### config.mk
export PLATFORM = sky130hd
export DESIGN_NAME = rrc_ctrl
export DESIGN_NICKNAME = d
export VERILOG_FILES = /design/src/include/rrc_pkg.sv /design/src/verilog/rrc_ctrl.sv /design/src/verilog/rrc_cfg_mem.sv
export SDC_FILE = /design/constraint.sdc
export NUM_CORES = 1
export LEC_CHECK = 0
export BUFFER_PORTS_ARGS = -buffer_cell sky130_fd_sc_hd__buf_4
export CORE_MARGIN = 4
export CORE_UTILIZATION = 45
export DETAILED_ROUTE_END_ITERATION = 8
export SLEW_MARGIN = 30
export SYNTH_ARGS = -nofsm -noshare
export SYNTH_HDL_FRONTEND = slang
export SYNTH_SLANG_ARGS = --single-unit
### constraint.sdc
create_clock -name i_clk -period 4 [get_ports i_clk]
set_input_delay 0.2 -clock i_clk [delete_from_list [all_inputs] [get_ports i_clk]]
set_output_delay 0.2 -clock i_clk [all_outputs]
set_load 0.01 [all_outputs]
### src/include/rrc_pkg.sv
// Shared constants, types and helpers of the ring redundancy control block
package rrc_pkg;
	localparam int RRC_STATIONS = 8;
	localparam int RRC_IDX_W    = 3;
	localparam int RRC_PORTS    = 2;
	localparam int RRC_LEN_W    = 12;
	localparam int RRC_PTS_W    = 8;
	localparam int RRC_DIST_W   = 20;
	localparam int RRC_UNIT_W   = 9;

	// Distance term: 1.0 us of refresh per 100 m of cable
	localparam int RRC_DIST_TIME_NS = 1000;
	localparam int RRC_DIST_SPAN_M  = 100;
	localparam int RRC_NS_PER_M     = RRC_DIST_TIME_NS / RRC_DIST_SPAN_M;
	localparam int RRC_PTS_PER_UNIT = 16;

	// Three synchroniser stages plus the agreement filter must fill after reset
	localparam int RRC_SETTLE_CYC = 4;
	localparam logic [RRC_IDX_W-1:0] RRC_LAST_IDX = 3'h7;

	// Switch defaults: shutdown select on, loop mode off
	localparam logic RRC_SD_SW_RST   = 1'b1;
	localparam logic RRC_LOOP_SW_RST = 1'b0;

	typedef struct packed {
		logic                 sd_sw;
		logic                 loop_sw;
		logic                 pri_ok;
		logic                 sec_ok;
		logic [RRC_STATIONS-1:0] station_ok;
	} rrc_pins_t;

	localparam rrc_pins_t RRC_PINS_RST = '{RRC_SD_SW_RST, RRC_LOOP_SW_RST, 1'b0, 1'b0, 8'h00};

	typedef struct packed {
		logic                 valid;
		logic                 port;
		logic [RRC_LEN_W-1:0] len_m;
		logic [RRC_PTS_W-1:0] in_pts;
		logic [RRC_PTS_W-1:0] out_pts;
	} rrc_entry_t;

	typedef struct packed {
		logic [RRC_DIST_W-1:0] dist_ns;
		logic [RRC_UNIT_W-1:0] units;
	} rrc_est_t;

	typedef enum logic [2:0] {
		RRC_PATH_NONE,
		RRC_PATH_PRI,
		RRC_PATH_SEC,
		RRC_PATH_SPLIT,
		RRC_PATH_CHAIN
	} rrc_path_t;

	typedef enum logic [2:0] {
		RRC_ST_INIT,
		RRC_ST_PRI,
		RRC_ST_SEC,
		RRC_ST_SPLIT,
		RRC_ST_CHAIN,
		RRC_ST_STOP
	} rrc_state_t;

	// Point count rounded up to whole 16-point units
	function automatic logic [RRC_UNIT_W-1:0] rrc_units(input logic [RRC_PTS_W-1:0] pts);
		logic [RRC_PTS_W:0] sum;
		sum = {1'b0, pts} + (RRC_PTS_W+1)'(RRC_PTS_PER_UNIT - 1);
		return RRC_UNIT_W'(sum >> 4);
	endfunction
endpackage

### src/verilog/rrc_ctrl.sv
// Channel redundancy control and refresh-time estimate of a bus station
// How it works
// - Distance term 10 ns per metre, per port
// - Module points counted in 16-point units
// - Cable fault or lost recognised subunit is error
// - Continue only when both error actions run
// - Loop mode carries traffic on primary loop
// - One loop broken: move to intact loop
// - Both loops broken: split into two chains
// - Flag switchover; controller checks and clears it
// - After switchover, switches and actions decide
// - Loop switching needs run, shutdown off, loop on
// - After split no further recovery, outputs unassured
// - Chain error: isolate stations past the break
// - Chain loop-back needs run, shutdown off, loop off
`timescale 1ns/100ps
module rrc_ctrl
(
	input  wire logic                             i_clk,
	input  wire logic                             i_rst_n,
	input  wire logic                             i_io_err_run,
	input  wire logic                             i_sub_err_run,
	input  wire rrc_pkg::rrc_pins_t               i_pins,
	input  wire logic                             i_switch_clr,
	input  wire logic                             i_cfg_we,
	input  wire logic [rrc_pkg::RRC_IDX_W-1:0]    i_cfg_idx,
	input  wire rrc_pkg::rrc_entry_t              i_cfg_data,
	input  wire logic                             i_est_start,
	output      rrc_pkg::rrc_path_t               o_path,
	output      logic                             o_sys_run,
	output      logic                             o_chan_err,
	output      logic                             o_switched,
	output      logic                             o_data_loss,
	output      logic                             o_out_assured,
	output      logic [rrc_pkg::RRC_STATIONS-1:0] o_isolate,
	output      logic [rrc_pkg::RRC_IDX_W-1:0]    o_terminal,
	output      rrc_pkg::rrc_est_t                o_est [rrc_pkg::RRC_PORTS],
	output      logic                             o_est_busy,
	output      logic                             o_est_done
);
	import rrc_pkg::*;

	localparam int PINS_W = $bits(rrc_pins_t);

	// Highest set station index, zero when none
	function automatic logic [RRC_IDX_W-1:0] top_idx(input logic [RRC_STATIONS-1:0] m);
		logic [RRC_IDX_W-1:0] r;
		r = '0;
		for (int i = 0; i < RRC_STATIONS; i++)
			if (m[i])
				r = RRC_IDX_W'(i);
		return r;
	endfunction

	// Pin synchronisers with agreement filter
	logic [PINS_W-1:0] s1_reg;
	logic [PINS_W-1:0] s2_reg;
	logic [PINS_W-1:0] s3_reg;
	logic [PINS_W-1:0] flt_reg;
	rrc_pins_t         pins;

	always_ff @(posedge i_clk)
	begin
		if (!i_rst_n)
		begin
			s1_reg <= RRC_PINS_RST;
			s2_reg <= RRC_PINS_RST;
			s3_reg <= RRC_PINS_RST;
		end
		else
		begin
			s1_reg <= i_pins;
			s2_reg <= s1_reg;
			s3_reg <= s2_reg;
		end
	end

	for (genvar g = 0; g < PINS_W; g++)
	begin : g_flt
		always_ff @(posedge i_clk)
		begin
			if (!i_rst_n)
				flt_reg[g] <= RRC_PINS_RST[g];
			else if (s2_reg[g] == s3_reg[g])
				flt_reg[g] <= s2_reg[g];
		end
	end

	assign pins = flt_reg;

	// Reachability runs outward from the main unit
	logic [RRC_STATIONS-1:0] reach;
	logic [RRC_STATIONS-1:0] recog_reg;
	logic [RRC_STATIONS-1:0] lost;
	logic [RRC_STATIONS-1:0] cut_off;

	assign reach[0] = pins.station_ok[0];
	for (genvar g = 1; g < RRC_STATIONS; g++)
	begin : g_reach
		assign reach[g] = reach[g-1] & pins.station_ok[g];
	end

	// Only stations seen before can be lost
	assign lost    = recog_reg & ~pins.station_ok;
	assign cut_off = recog_reg & ~reach;

	// Settings decode
	logic run_cfg;
	logic loop_sw_en;
	logic chain_lb_en;
	logic power_lost;
	logic cable_fault;
	logic chan_err;

	rrc_state_t state_reg;
	rrc_state_t state_next;
	logic [2:0] settle_reg;

	assign run_cfg     = i_io_err_run & i_sub_err_run;
	assign loop_sw_en  = run_cfg & ~pins.sd_sw & pins.loop_sw;
	assign chain_lb_en = run_cfg & ~pins.sd_sw & ~pins.loop_sw;
	assign power_lost  = |lost;
	assign cable_fault = (state_reg == RRC_ST_PRI && !pins.pri_ok)
		|| (state_reg == RRC_ST_SEC && !pins.sec_ok);
	assign chan_err    = cable_fault | power_lost;

	always_comb
	begin
		state_next = state_reg;
		unique case (state_reg)
			RRC_ST_INIT:
				if (settle_reg == 3'(RRC_SETTLE_CYC))
					state_next = pins.loop_sw ? RRC_ST_PRI : RRC_ST_CHAIN;
			RRC_ST_PRI:
				if (chan_err)
				begin
					if (!loop_sw_en)
						state_next = RRC_ST_STOP;
					else if (pins.sec_ok && !power_lost)
						state_next = RRC_ST_SEC;
					else
						state_next = RRC_ST_SPLIT;
				end
			RRC_ST_SEC:
				if (chan_err)
				begin
					if (!loop_sw_en)
						state_next = RRC_ST_STOP;
					else if (pins.pri_ok && !power_lost)
						state_next = RRC_ST_PRI;
					else
						state_next = RRC_ST_SPLIT;
				end
			// Later breaks are not recovered here
			RRC_ST_SPLIT:
				if (chan_err && !run_cfg)
					state_next = RRC_ST_STOP;
			RRC_ST_CHAIN:
				if (chan_err && !chain_lb_en)
					state_next = RRC_ST_STOP;
			RRC_ST_STOP:
				state_next = RRC_ST_STOP;
			default:
				state_next = RRC_ST_STOP;
		endcase
	end

	logic      enter_switch;
	logic      enter_split;
	rrc_path_t path_next;

	assign enter_switch = (state_next == RRC_ST_SEC || state_next == RRC_ST_SPLIT
		|| state_next == RRC_ST_PRI) && state_next != state_reg
		&& state_reg != RRC_ST_INIT;
	assign enter_split  = state_next == RRC_ST_SPLIT && state_reg != RRC_ST_SPLIT;

	always_comb
	begin
		unique case (state_next)
			RRC_ST_PRI:   path_next = RRC_PATH_PRI;
			RRC_ST_SEC:   path_next = RRC_PATH_SEC;
			RRC_ST_SPLIT: path_next = RRC_PATH_SPLIT;
			RRC_ST_CHAIN: path_next = RRC_PATH_CHAIN;
			default:      path_next = RRC_PATH_NONE;
		endcase
	end

	always_ff @(posedge i_clk)
	begin
		if (!i_rst_n)
		begin
			state_reg  <= RRC_ST_INIT;
			settle_reg <= '0;
			recog_reg  <= '0;
		end
		else
		begin
			state_reg <= state_next;
			if (state_reg == RRC_ST_INIT)
				settle_reg <= settle_reg + 3'h1;
			recog_reg <= recog_reg | pins.station_ok;
		end
	end

	// Set wins over a clear in the same cycle
	always_ff @(posedge i_clk)
	begin
		if (!i_rst_n)
		begin
			o_switched  <= 1'b0;
			o_data_loss <= 1'b0;
		end
		else
		begin
			o_switched  <= enter_switch | (o_switched & ~i_switch_clr);
			o_data_loss <= enter_split | (o_data_loss & ~i_switch_clr);
		end
	end

	always_ff @(posedge i_clk)
	begin
		if (!i_rst_n)
		begin
			o_path        <= RRC_PATH_NONE;
			o_sys_run     <= 1'b1;
			o_chan_err    <= 1'b0;
			o_out_assured <= 1'b1;
		end
		else
		begin
			o_path        <= path_next;
			o_sys_run     <= state_next != RRC_ST_STOP;
			o_chan_err    <= chan_err;
			// Stays low after a split, even if the system later stops
			o_out_assured <= o_out_assured && state_next != RRC_ST_SPLIT;
		end
	end

	// Chain loop-back: last reachable station ends the chain
	always_ff @(posedge i_clk)
	begin
		if (!i_rst_n)
		begin
			o_isolate  <= '0;
			o_terminal <= '0;
		end
		else if (state_reg == RRC_ST_CHAIN && chain_lb_en)
		begin
			o_isolate  <= cut_off;
			o_terminal <= top_idx(recog_reg & reach);
		end
	end

	// Refresh estimate: scan the station table once per request
	rrc_entry_t               ent;
	logic [RRC_IDX_W-1:0]     idx_reg;
	logic                     rd_vld_reg;
	logic                     rd_last_reg;
	logic                     fin_reg;
	logic                     est_go;
	logic [RRC_DIST_W-1:0]    dist_term;
	logic [RRC_UNIT_W-1:0]    unit_term;
	rrc_est_t                 acc_reg [RRC_PORTS];

	assign est_go    = i_est_start & ~o_est_busy;
	assign dist_term = RRC_DIST_W'(ent.len_m * RRC_DIST_W'(RRC_NS_PER_M));
	assign unit_term = rrc_units(ent.in_pts) + rrc_units(ent.out_pts);

	rrc_cfg_mem u_mem
	(
		.i_clk   (i_clk),
		.i_rst_n (i_rst_n),
		.i_we    (i_cfg_we),
		.i_waddr (i_cfg_idx),
		.i_wdata (i_cfg_data),
		.i_raddr (idx_reg),
		.o_rdata (ent)
	);

	always_ff @(posedge i_clk)
	begin
		if (!i_rst_n)
		begin
			o_est_busy  <= 1'b0;
			idx_reg     <= '0;
			rd_vld_reg  <= 1'b0;
			rd_last_reg <= 1'b0;
			fin_reg     <= 1'b0;
			o_est_done  <= 1'b0;
		end
		else
		begin
			if (est_go)
				o_est_busy <= 1'b1;
			else if (idx_reg == RRC_LAST_IDX)
				o_est_busy <= 1'b0;
			idx_reg     <= (o_est_busy && !est_go) ? idx_reg + 3'h1 : '0;
			rd_vld_reg  <= o_est_busy;
			rd_last_reg <= o_est_busy && idx_reg == RRC_LAST_IDX;
			fin_reg     <= rd_vld_reg && rd_last_reg;
			o_est_done  <= fin_reg;
		end
	end

	// Each main-unit port keeps its own sums
	for (genvar p = 0; p < RRC_PORTS; p++)
	begin : g_port
		always_ff @(posedge i_clk)
		begin
			if (!i_rst_n || est_go)
				acc_reg[p] <= '0;
			else if (rd_vld_reg && ent.valid && ent.port == 1'(p))
			begin
				acc_reg[p].dist_ns <= acc_reg[p].dist_ns + dist_term;
				acc_reg[p].units   <= acc_reg[p].units + unit_term;
			end
		end

		always_ff @(posedge i_clk)
		begin
			if (!i_rst_n)
				o_est[p] <= '0;
			else if (fin_reg)
				o_est[p] <= acc_reg[p];
		end
	end
endmodule // rrc_ctrl

### src/verilog/rrc_cfg_mem.sv
// Station table memory with registered read data
`timescale 1ns/100ps
module rrc_cfg_mem
(
	input  wire logic                          i_clk,
	input  wire logic                          i_rst_n,
	input  wire logic                          i_we,
	input  wire logic [rrc_pkg::RRC_IDX_W-1:0] i_waddr,
	input  wire rrc_pkg::rrc_entry_t           i_wdata,
	input  wire logic [rrc_pkg::RRC_IDX_W-1:0] i_raddr,
	output      rrc_pkg::rrc_entry_t           o_rdata
);
	import rrc_pkg::*;

	rrc_entry_t mem_reg [RRC_STATIONS];

	// No reset on the array; entries carry their own valid bit
	always_ff @(posedge i_clk)
	begin
		if (i_we)
			mem_reg[i_waddr] <= i_wdata;
	end

	always_ff @(posedge i_clk)
	begin
		if (!i_rst_n)
			o_rdata <= '0;
		else
			o_rdata <= mem_reg[i_raddr];
	end
endmodule // rrc_cfg_mem

==> reports/qor.yml <==
drv_cap: 0
worst_path_max_delay_cell: "o31a_1"
p_total_w: 0.0107
clock_latency_ns: 0.59
io_buffers: 128
drive_above_1_share_pct: 20.1
finalHoldViolCount: 0
htreeDepth: 2
finalClockSkew_ns: 0.0152
cts.sinks: 471
die_area_mm2: 0.0479
grt_max_degree: 64
viasPerCell: 5.17
final_cells: 2280
initialDrtViolationCount: 710
multi_input_area_mm2: 0.00737
critPathRequiredTime_ns: 4.34
ir_drop_uv: 396
fin_crit_ns: 3.83
fp-row-count: 77
vias: 11800
path_buf_inv: 2
drc_errors: 0
ys_seq_elements: 471
synthTopCellsByCount: "296 x edfxtp_1, 175 x dfxtp_1, 104 x nor2b_1"
syn_avg_cell_area_um2: 13.9
ys_async_sr_fraction_pct: 0
clk_path_buf_depth: 3
final_nets: 1778
numCtsBuffers: 50
grtUsageTotal_pct: 17.1
antenna_left: 0
status: "complete, no violations"
ys_types: 68
worstSetupEndpointType: "register"
synth-seq-area-share_pct: 61.9
synthFlopType: "edfxtp_1"
cpMostUsedCell: "ha_1"
ioPinCount: 131
dp_hpwl_um: 25700
antenna_found_initial: 2
crit_type: "reg -> reg"
gp_congestion: 0.860
path_clk_slew_ns: 0.06
postLayoutCellArea_mm2: 0.0239
syn2layout_area_growth_pct: 19.4
grt_pass1_wl_um: 64800
place_area_mm2: 0.0218
ys_top_cells_by_area: "edfxtp_1 44%, dfxtp_1 17%, mux4_2 6.7%, ha_1 4.7%, mux2i_1 4.6%"
synth_top_area_share_pct: 44.4
start_util_pct: 45.4
fp.dieW_um: 219
start_kind: "register"
core_mm2: 0.0441
powerDensity_mw_per_mm2: 449
first_pass_iters: 5
drt_wl_total_um: 40900
synth_edf_count: 296
netlist_instances: 1444
post_drt_wl_per_cell_um: 18.0
tightest_slew_ns: 0.940
critPathArrivalTime_ns: 4.17
die_h_um: 219
grt_pass1_vias: 11800
cts_root_buf: "clkbuf_16"
critPathMaxStageDelay_ns: 0.34
synth_most_common_cell: "edfxtp_1"
seqCellArea_mm2: 0.0124
slew_headroom_pct: 37.3
cts_tree: "done"
syn-cell-area_mm2: 0.0200
yosysWarnings: 0
fill_cells: 3731
max_freq_ghz: 0.261
path_max_fanout: 3
yosys.area.top_type: "edfxtp_1"
setup_viol_count_final: 0
largest_reg_flops: 240
maxSlewViolCount: 0
period_share_pct: 95.7
cpLargestDelayFamily: "compound AO/OA/AOI/OAI gates"
worstPathCellList: "ha_1, ha_1, a21o_1, a21oi_2, o21ai_0, a21oi_1, buf_4, o21ai_1, a31oi_1, xnor2_1, ha_1, nand4_1, inv_1, a22o_1, o31a_1, a31o_1, mux2i_1"
leakage_nw: 8.62
post-place-cells: 2136
grt_overflow: 0
holdCritPathClass: "in -> reg"
==> metal layers <==
| layer | track usage [%] | wire (µm) |
|---|---|---|
| met5 | 0 | 7 |
| met2 | 28.2 | 19800 |
| met1 | 23.4 | 18600 |
| met3 | 3.63 | 1760 |
| met4 | 4.13 | 747 |
==> layout by cell type, fill, tap and decap left out, types with 40 or more instances in the layout <==
| master | synthesis | routed |
|---|---|---|
| clkbuf_16 | 0 | 51 |
| edfxtp_1 | 296 | 296 |
| and2_1 | 50 | 50 |
| dfxtp_1 | 175 | 171 |
| nor2_1 | 73 | 67 |
| mux2i_1 | 92 | 92 |
| inv_1 | 41 | 40 |
| buf_4 | 4 | 160 |
| dlygate4sd3_1 | 0 | 44 |
| mux4_2 | 60 | 60 |
| ha_1 | 75 | 70 |
| nand2_1 | 61 | 61 |
| nor2b_1 | 104 | 103 |
==> where the power goes <==
group	total (W)	internal [W]	leakage [nW]	switching [W]
Combinational	0.00102	0.000484	3.65	0.000535
Sequential	0.00541	0.00532	4.22	0.0000880
Clock	0.00431	0.00245	0.754	0.00186
Total	0.0107	0.00825	8.62	0.00249
==> worst reg2reg max path: cells and delay by family, from the launching register on <==
family,cells,cell delay [ns]
flip-flops,1,0.32
buffers and inverters,2,0.21
XOR/XNOR,1,0.21
AO/OA/AOI/OAI,9,1.67
multiplexers,1,0.11
adder cells (fa/ha/maj),3,0.95
AND/OR/NAND/NOR,1,0.13
==> path summary, 6_finish.rpt <==
| path | from | to | slack [ns] | cells after the start |
|---|---|---|---|---|
| worst min register to register | s1_reg[11] | s2_reg[11] | 0.41 | 1 |
| worst max register to register | u_mem.o_rdata[20] | acc_reg[1][26] | 0.17 | 17 |
| worst min-delay path | i_rst_n | recog_reg[3] | 0.15 | 2 |
| worst max-delay path | u_mem.o_rdata[20] | acc_reg[1][26] | 0.17 | 17 |
==> final cells by class <==
type / count / area share, %
repair buffers: 207 / 7.11
inverters: 41 / 0.643
clock buffers: 74 / 5.86
well taps: 592 / 3.10
clock inverters: 20 / 0.591
flip-flops and latches: 471 / 51.9
diodes: 1 / 0.0105
multi-input cells: 874 / 30.8
==> metrics by stage <==
step | setup slack (ns) | utilization [%] | hold slack [ns] | TNS [ns]
after floorplan | 0.195 | - | 0.296 | 0
after global placement | 0.0718 | 49.3 | 0.391 | 0
after global routing | -0.0137 | 54.2 | 0.164 | -0.0137
final | 0.173 | 54.2 | 0.151 | 0
after detailed placement | -0.0605 | 49.4 | 0.396 | -0.0928
after CTS | 0.00731 | 53.9 | 0.115 | 0
==> what timing repair did <==
item | 4_1_cts | 5_1_grt
hold buffers | 44 | 0
hold endpoints to repair | 255 | 0
gates resized for setup | 1 | 27
endpoints found under the setup margin | 2 | 12
setup buffers | 0 | 5
pin swaps | 1 | 22
==> logic make-up (layout without fill, tap and decap cells) <==
group | Yosys count | after routing | synth area share, %
buffers and inverters | 100 | 342 | 2.01
adder cells (fa/ha/maj) | 81 | 81 | 5.29
flip-flops | 471 | 471 | 61.9
AO/OA/AOI/OAI | 204 | 204 | 7.15
XOR/XNOR | 45 | 45 | 1.97
AND/OR/NAND/NOR | 390 | 390 | 10.3
multiplexers | 152 | 152 | 11.3
other | 1 | 3 | 0.0187
(Power assumes the default switching activity.)
